<file path="src/rtl/status_fault_pkg.sv">
// Purpose: Constants for the device status and fault rollup registers.
// Assumes: Registers sit at their own byte offsets on the command link.
// Notes: Shared by the register logic and the testbench.

package status_fault_pkg;

	localparam logic [7:0] ADDR_STATUS = 8'h51;
	localparam logic [7:0] ADDR_ROLLUP = 8'h52;

	// Status field positions
	localparam int ST_ANY_FAULT = 7;
	localparam int ST_CHAIN_LIVE = 6;
	localparam int ST_CHAIN_SEEN = 5;
	localparam int ST_LINK_CLEAR = 4;
	localparam int ST_LINK_RESET = 3;
	localparam int ST_FRESH = 1;
	localparam int ST_INIT = 0;

	// Rollup layout: category k sits at bit ROLLUP_LSB + (NUM_CAT-1-k)
	localparam int NUM_CAT = 10;
	localparam int ROLLUP_LSB = 6;
	localparam int CAT_W = 16;

	// Categories that self-clear in nonsticky mode: cell and aux thresholds
	localparam logic [NUM_CAT-1:0] SELF_CLR_CATS = 10'h00F;

	localparam logic RST_INIT_IN_PROGRESS = 1'b1;
	localparam logic [15:0] RST_RD_DATA = 16'h0000;

endpackage : status_fault_pkg

</file>
<file path="src/rtl/fault_cat_if.sv">
// Purpose: Carries category fault conditions, clears and rollup flags.
// Assumes: One clock domain.
// Notes: ctrl side is the register logic, bank side holds the faults.
`timescale 1ns/100ps

interface fault_cat_if #(
	parameter int N = 10,
	parameter int W = 16
);
	logic [N*W-1:0] cond;
	logic [N-1:0] clr;
	logic nonsticky;
	logic [N-1:0] any;

	modport ctrl (output cond, output clr, output nonsticky, input any);
	modport bank (input cond, input clr, input nonsticky, output any);
endinterface : fault_cat_if

</file>
<file path="src/rtl/fault_category_bank.sv">
// Purpose: Holds individual fault bits of every category.
// Assumes: Conditions are levels, clears are one-cycle pulses.
// Notes: A condition present during a clear keeps its bit set.
`timescale 1ns/100ps

module fault_category_bank #(
	parameter int N = 10,
	parameter int W = 16,
	parameter logic [N-1:0] SELF_CLR = '0
) (
	input wire logic i_clk,
	input wire logic i_rst_b,
	fault_cat_if.bank cat
);

	initial begin
		if (N < 1 || W < 1) begin
			$error("fault_category_bank needs N and W of at least one");
		end
	end

	// -------------------------------------------------------------
	// Per category fault bits
	// -------------------------------------------------------------
	for (genvar k = 0; k < N; k++) begin : g_cat
		logic [W-1:0] bits_r;
		logic [W-1:0] bits_nxt;
		logic [W-1:0] cond_k;

		assign cond_k = cat.cond[k*W +: W];

		always_comb begin
			if (cat.nonsticky && SELF_CLR[k]) begin
				bits_nxt = cond_k;
			end else if (cat.clr[k]) begin
				bits_nxt = cond_k;
			end else begin
				bits_nxt = bits_r | cond_k;
			end
		end

		always_ff @(posedge i_clk or negedge i_rst_b) begin
			if (!i_rst_b) begin
				bits_r <= '0;
			end else begin
				bits_r <= bits_nxt;
			end
		end

		assign cat.any[k] = |bits_r;

	end
endmodule : fault_category_bank

</file>
<file path="src/rtl/status_fault_regs.sv">
// Purpose: Device status and fault category rollup registers.
// Assumes: Command decoder gives one-cycle read and write strobes.
// Notes: Read data appears one cycle after the read strobe.
`timescale 1ns/100ps

module status_fault_regs #(
	parameter int N = status_fault_pkg::NUM_CAT,
	parameter int W = status_fault_pkg::CAT_W
) (
	input wire logic I_MCLK,
	input wire logic I_RST_B,
	input wire logic i_REG_WR,
	input wire logic i_REG_RD,
	input wire logic [7:0] i_REG_ADDR,
	input wire logic [15:0] i_REG_WDATA,
	input wire logic i_CHAIN_FAULT,
	input wire logic i_CHAIN_FAULT_EN,
	input wire logic i_NONSTICKY_FAULT_MODE,
	input wire logic i_LINK_CLEAR_EVT,
	input wire logic i_LINK_RESET_EVT,
	input wire logic i_SAMPLE_DONE,
	input wire logic i_SAMPLE_AUTO_TEMP,
	input wire logic i_RESULT_READ,
	input wire logic i_INIT_DONE,
	input wire logic [N*W-1:0] i_FAULT_COND,
	output logic [15:0] o_RD_DATA,
	output logic o_RD_VALID,
	output logic o_FAULT,
	output logic o_INIT_IN_PROGRESS,
	output logic o_SKIP_SUPPLY_WAIT
);

	initial begin
		if (N != status_fault_pkg::NUM_CAT || W < 1) begin
			$error("status_fault_regs needs ten categories and W >= 1");
		end
	end

	// -------------------------------------------------------------
	// Decode
	// -------------------------------------------------------------
	logic wr_status;
	logic wr_rollup;

	assign wr_status = i_REG_WR && (i_REG_ADDR == status_fault_pkg::ADDR_STATUS);
	assign wr_rollup = i_REG_WR && (i_REG_ADDR == status_fault_pkg::ADDR_ROLLUP);

	// -------------------------------------------------------------
	// Fault category bank
	// -------------------------------------------------------------
	fault_cat_if #(.N(N), .W(W)) cat_bus ();
	logic [N-1:0] cat_clr;

	// Rollup bit 15 is category 0, so the write data is reversed
	always_comb begin
		for (int k = 0; k < N; k++) begin
			cat_clr[k] = wr_rollup &&
				i_REG_WDATA[status_fault_pkg::ROLLUP_LSB + N - 1 - k];
		end
	end

	assign cat_bus.cond = i_FAULT_COND;
	assign cat_bus.clr = cat_clr;
	assign cat_bus.nonsticky = i_NONSTICKY_FAULT_MODE;

	fault_category_bank #(
		.N(N),
		.W(W),
		.SELF_CLR(status_fault_pkg::SELF_CLR_CATS)
	) u_bank (
		.i_clk(I_MCLK),
		.i_rst_b(I_RST_B),
		.cat(cat_bus)
	);

	logic [15:0] rollup;

	always_comb begin
		rollup = 16'h0000;
		for (int k = 0; k < N; k++) begin
			rollup[status_fault_pkg::ROLLUP_LSB + N - 1 - k] = cat_bus.any[k];
		end
	end

	// -------------------------------------------------------------
	// Chain fault
	// -------------------------------------------------------------
	logic chain_live;
	logic chain_seen_r;

	assign chain_live = i_CHAIN_FAULT && i_CHAIN_FAULT_EN;

	// Set wins over a write-one clear in the same cycle
	always_ff @(posedge I_MCLK or negedge I_RST_B) begin
		if (!I_RST_B) begin
			chain_seen_r <= 1'b0;
		end else if (chain_live) begin
			chain_seen_r <= 1'b1;
		end else if (wr_status && i_REG_WDATA[status_fault_pkg::ST_CHAIN_SEEN]) begin
			chain_seen_r <= 1'b0;
		end
	end

	// -------------------------------------------------------------
	// Link events
	// -------------------------------------------------------------
	logic link_clear_seen_r;
	logic link_reset_seen_r;

	always_ff @(posedge I_MCLK or negedge I_RST_B) begin
		if (!I_RST_B) begin
			link_clear_seen_r <= 1'b0;
		end else if (i_LINK_CLEAR_EVT) begin
			link_clear_seen_r <= 1'b1;
		end else if (wr_status && i_REG_WDATA[status_fault_pkg::ST_LINK_CLEAR]) begin
			link_clear_seen_r <= 1'b0;
		end
	end

	always_ff @(posedge I_MCLK or negedge I_RST_B) begin
		if (!I_RST_B) begin
			link_reset_seen_r <= 1'b0;
		end else if (i_LINK_RESET_EVT) begin
			link_reset_seen_r <= 1'b1;
		end else if (wr_status && i_REG_WDATA[status_fault_pkg::ST_LINK_RESET]) begin
			link_reset_seen_r <= 1'b0;
		end
	end

	// -------------------------------------------------------------
	// Initialization and fresh sample
	// -------------------------------------------------------------
	logic init_r;
	logic fresh_r;
	logic fresh_set;
	logic skip_r;

	always_ff @(posedge I_MCLK or negedge I_RST_B) begin
		if (!I_RST_B) begin
			init_r <= status_fault_pkg::RST_INIT_IN_PROGRESS;
		end else if (i_INIT_DONE) begin
			init_r <= 1'b0;
		end
	end

	// Skip request is a pulse; the sequencer decides if init still waits
	always_ff @(posedge I_MCLK or negedge I_RST_B) begin
		if (!I_RST_B) begin
			skip_r <= 1'b0;
		end else begin
			skip_r <= wr_status && init_r &&
				i_REG_WDATA[status_fault_pkg::ST_INIT];
		end
	end

	assign fresh_set = i_SAMPLE_DONE && !i_SAMPLE_AUTO_TEMP && !init_r;

	always_ff @(posedge I_MCLK or negedge I_RST_B) begin
		if (!I_RST_B) begin
			fresh_r <= 1'b0;
		end else if (fresh_set) begin
			fresh_r <= 1'b1;
		end else if (i_RESULT_READ) begin
			fresh_r <= 1'b0;
		end
	end

	// -------------------------------------------------------------
	// Status word, fault output, read port
	// -------------------------------------------------------------
	logic any_fault;
	logic [7:0] status;

	assign any_fault = |rollup;

	always_comb begin
		status = 8'h00;
		status[status_fault_pkg::ST_ANY_FAULT] = any_fault;
		status[status_fault_pkg::ST_CHAIN_LIVE] = chain_live;
		status[status_fault_pkg::ST_CHAIN_SEEN] = chain_seen_r && i_CHAIN_FAULT_EN;
		status[status_fault_pkg::ST_LINK_CLEAR] = link_clear_seen_r;
		status[status_fault_pkg::ST_LINK_RESET] = link_reset_seen_r;
		status[status_fault_pkg::ST_FRESH] = fresh_r;
		status[status_fault_pkg::ST_INIT] = init_r;
	end

	// Informational bits stay out of the fault output
	always_ff @(posedge I_MCLK or negedge I_RST_B) begin
		if (!I_RST_B) begin
			o_FAULT <= 1'b0;
		end else begin
			o_FAULT <= any_fault || chain_live;
		end
	end

	always_ff @(posedge I_MCLK or negedge I_RST_B) begin
		if (!I_RST_B) begin
			o_RD_DATA <= status_fault_pkg::RST_RD_DATA;
			o_RD_VALID <= 1'b0;
		end else begin
			o_RD_VALID <= i_REG_RD;
			if (!i_REG_RD) begin
				o_RD_DATA <= status_fault_pkg::RST_RD_DATA;
			end else if (i_REG_ADDR == status_fault_pkg::ADDR_STATUS) begin
				o_RD_DATA <= {8'h00, status};
			end else if (i_REG_ADDR == status_fault_pkg::ADDR_ROLLUP) begin
				o_RD_DATA <= rollup;
			end else begin
				o_RD_DATA <= status_fault_pkg::RST_RD_DATA;
			end
		end
	end

	always_ff @(posedge I_MCLK or negedge I_RST_B) begin
		if (!I_RST_B) begin
			o_INIT_IN_PROGRESS <= status_fault_pkg::RST_INIT_IN_PROGRESS;
			o_SKIP_SUPPLY_WAIT <= 1'b0;
		end else begin
			o_INIT_IN_PROGRESS <= init_r;
			o_SKIP_SUPPLY_WAIT <= skip_r;
		end
	end
endmodule : status_fault_regs

</file>
<file path="config.mk">
export PLATFORM = sky130hd
export DESIGN_NAME = status_fault_regs
export DESIGN_NICKNAME = d
export VERILOG_FILES = /design/src/rtl/status_fault_pkg.sv /design/src/rtl/fault_cat_if.sv /design/src/rtl/fault_category_bank.sv /design/src/rtl/status_fault_regs.sv
export SDC_FILE = /design/constraint.sdc
export NUM_CORES = 1
export LEC_CHECK = 0
export BUFFER_PORTS_ARGS = -buffer_cell sky130_fd_sc_hd__buf_2
export CORE_MARGIN = 1
export CORE_UTILIZATION = 50
export CTS_BUF_LIST = sky130_fd_sc_hd__clkbuf_2
export CTS_CLUSTER_DIAMETER = 40
export CTS_CLUSTER_SIZE = 30
export DETAILED_ROUTE_END_ITERATION = 8
export PLACE_DENSITY = 0.79
export SYNTH_ARGS = -nofsm -noshare
export SYNTH_HDL_FRONTEND = slang
export SYNTH_SLANG_ARGS = --single-unit
</file>
<file path="constraint.sdc">
create_clock -name I_MCLK -period 3.6 [get_ports I_MCLK]
set_clock_uncertainty 0.2 [all_clocks]
set_input_delay 0.72 -clock I_MCLK [delete_from_list [all_inputs] [get_ports I_MCLK]]
set_output_delay 0.72 -clock I_MCLK [all_outputs]
set_load 0.005 [all_outputs]
</file>
==> impl_metrics.toml <==
[outcome]
status = "finished, final reports clean"

[global_routing]
grt-ovfl-total = 0
antenna_found_initial = 1
grt_pass1_vias = 5992
grt_start_max_net_pins = 92
grt_pass1_wl_mm = 29.07
grtUsageTotal_pct = 29.41

[cells_and_area]
areaGrowthSynthToFinish_pct = 49.16
regArea_um2 = 4632
fillCellCount = 724
nNetsFinal = 1052
fin_cells = 1041
layout-drive-gt1-share_pct = 29.84
final_area_um2 = 9768
multiInputGateArea_um2 = 1848

[logic_synthesis]
synth_area_leaders = "dfrtp_1, a21o_1, nor4_1"
synth_top_area_share_pct = 69.93
synth.largest_area_cell = "dfrtp_1"
ys_warn_count = 0
synth-edff-count = 0
synthTopCellsByCount = "dfrtp_1, a21o_1, nor4_1"
synth_nets = 655
yosys_register_bits = 185
syn_inst = 458
yosysUniqueCellTypes = 24
seq_area_frac_synth_pct = 70.73
synthFlopType = "dfrtp_1"
synth_area_um2 = 6549
syn_avg_cell_area_um2 = 14.30
synth_most_common_cell = "dfrtp_1"
synth_async_sr_flop_share_pct = 100.0

[clock_network]
cts_buffers = 17
clock-root-buffer = "clkbuf_2"
clock-sinks = 185
cts_setup_buffers = 0
ctsHtreeMaxLevel = 4
cts_tree = "done"
clockBufferDepth = 2
clkLatencyLatePin_ps = 750
clkSlewWorstSetupHoldPaths_ps = 250

[drt]
wl_mm = 19.06
drtIter0Drc = 248
drtAntennaViolNets = 0
via_per_inst = 5.246
drtPass1Iterations = 5
post_drt_wl_per_cell_um = 18.31
vias = 5461
drc = 0

[critical_path]
critPathCaptureType = "flip-flop"
startpoint_type = "flip-flop"
arrival_ps = 3090
ff2ff_setup_slack_ps = 980
path_class = "flip-flop to flip-flop"
cpMostUsedCell = "nor4_1"
worstPathCellList = "nor4_1, nand4_1, nor4_1, nand4b_1, a21o_1, dlygate4sd3_1"
critPathLaunch = "u_bank.g_cat[6].bits_r[11]"
cp.required_ps = 4070
r2r_cells = 6
slowest_delay_ps = 570
endpoint = "o_FAULT"
worst_path_max_delay_cell = "dlygate4sd3_1"
r2r-start = "u_bank.g_cat[6].bits_r[11]"
crit_fanout = 2
reg2reg_to = "o_FAULT"

[timing]
slew_headroom_pct = 45.84
fin_setup_tns_ps = 0
worstMarginPinSlew_ps = 812.4
setup_viol = 0
hold_ws_ps = 65.01
slew_viol_final = 0
fin_crit_sh_pct = 72.81
clock.fmax_mhz = 381.5
timing.final.crit_period_ps = 2621
layout_setup_ws_ps = 978.8
grt_setup_unrepaired = "false"
hold_violations = 0

[power]
p_leak_nw = 4.279
peakVddDrop_mv = 0.3001
power.density_nw_per_um2 = 361.8

[placed_design]
dp_cells = 835
dp_hpwl_mm = 11.31
io_buffer_count = 213
gp_congestion = 0.7710
pre_cts_ws_ps = 714.4
placedInstanceArea_um2 = 7814

[die]
die_area_um2 = 13560
start_util_pct = 51.68
fp-row-count = 41
die_w_um = 116.4
io_pins = 217
core-area_um2 = 12670
fp.dieH_um = 116.4

[flow_run]
maxCapViolations = 0

[hold_path]
hold_class = "input pin to flip-flop"
-- stage by stage --
| step | power, W | utilization (%) |
|---|---|---|
| 2_1_floorplan | 0.002247 | - |
| 3_3_place_gp | 0.002408 | 61.67 |
| 3_5_place_dp | 0.002420 | 61.67 |
| 4_1_cts | 0.003535 | 76.99 |
| 5_1_grt | 0.003677 | 77.09 |
| 6_report | 0.003534 | 77.09 |
-- worst min-delay path by stage --
stage | startpoint | end | cells past startpoint
after floorplan | skip_r | o_SKIP_SUPPLY_WAIT | 0
after global placement | skip_r | o_SKIP_SUPPLY_WAIT | 0
after detailed placement | skip_r | o_SKIP_SUPPLY_WAIT | 0
after CTS | i_REG_WDATA[4] | link_clear_seen_r | 3
after global routing | i_REG_WDATA[5] | chain_seen_r | 3
final | i_REG_WDATA[5] | chain_seen_r | 3
-- sequential cells by signal (all words and copies together) (netlist names) --
signal	count
chain_seen_r	1
fresh_r	1
init_r	1
link_clear_seen_r	1
link_reset_seen_r	1
o_FAULT	1
o_INIT_IN_PROGRESS	1
o_RD_DATA	15
o_RD_VALID	1
o_SKIP_SUPPLY_WAIT	1
skip_r	1
u_bank.g_cat.bits_r	160
-- metal layers --
metal / vias to the layer above / part of all wire [%] / GRT usage [%]
met5: - / 0 / 0
met4: 0 / 2.6 / 11.28
met3: 42 / 7.2 / 9.652
met2: 229 / 51 / 52.39
met1: 2704 / 39 / 32.63
li1: 2486 / - / -
-- cells by family after synthesis --
kind of cell / synth area share, %
AO/OA/AOI/OAI: 19.62
buffers and inverters: 1.051
flip-flops: 70.73
other: 0.05726
AND/OR/NAND/NOR: 8.540
-- cell type report --
class | instances | share of cell area (%)
Sequential cell | 185 | 47.42
Multi-Input combinational cell | 260 | 18.92
Clock buffer | 17 | 0.8710
Antenna cell | 1 | 0.02562
Inverter | 1 | 0.03843
Timing Repair Buffer | 390 | 29.14
Tap cell | 172 | 2.203
Clock inverter | 15 | 1.383
-- critical path: cells and delay by family, from the launching register on --
family / cells / cell delay [ps]
AOI/OAI and AO/OA: 1 / 180
buffers and inverters: 1 / 570
and+or+nand+nor: 4 / 1180
DFF: 1 / 440
-- cells in the final DEF, fill, tap and decap left out --
| master | synthesis | final |
|---|---|---|
| nand4_1 | 5 | 5 |
| dfstp_2 | 2 | 2 |
| nand4b_1 | 2 | 2 |
| a22o_1 | 1 | 1 |
| and4b_1 | 1 | 1 |
| buf_6 | 0 | 1 |
| buf_4 | 2 | 3 |
| a21o_1 | 164 | 164 |
| nand3_1 | 1 | 1 |
| a21oi_2 | 4 | 4 |
| o21ai_0 | 2 | 2 |
| clkbuf_2 | 0 | 17 |
| dlygate4sd3_1 | 0 | 173 |
| clkinv_1 | 0 | 3 |
| clkinv_2 | 0 | 6 |
| nor2b_1 | 7 | 7 |
| nor4_1 | 41 | 41 |
| buf_2 | 10 | 212 |
| conb_1 | 1 | 1 |
| dfrtp_1 | 183 | 183 |
| nor2_1 | 5 | 5 |
| bufinv_16 | 0 | 2 |
| and2_1 | 4 | 4 |
| nand4bb_1 | 1 | 1 |
| nor3_2 | 1 | 1 |
| diode_2 | 0 | 1 |
| nand2_2 | 6 | 6 |
| clkinv_4 | 0 | 3 |
| buf_12 | 0 | 1 |
| clkinvlp_4 | 0 | 1 |
| inv_1 | 1 | 1 |
| nand2_1 | 4 | 4 |
| and3_1 | 4 | 4 |
| and4_1 | 6 | 6 |
-- report_power, final --
part | total, W | leakage, nW | internal, W | switching [W]
combinational | 0.000380 | 2.29 | 0.000237 | 0.000143
clock | 0.000986 | 0.140 | 0.000307 | 0.000679
sequential | 0.00217 | 1.85 | 0.00213 | 0.0000338
total | 0.00353 | 4.28 | 0.00268 | 0.000857
-- repair_timing --
action / CTS / global route
endpoints found under the hold margin: 257 / 1
hold buffers: 172 / 1
resized for setup: 0 / 0
Power figures use the tool's default switching activity.
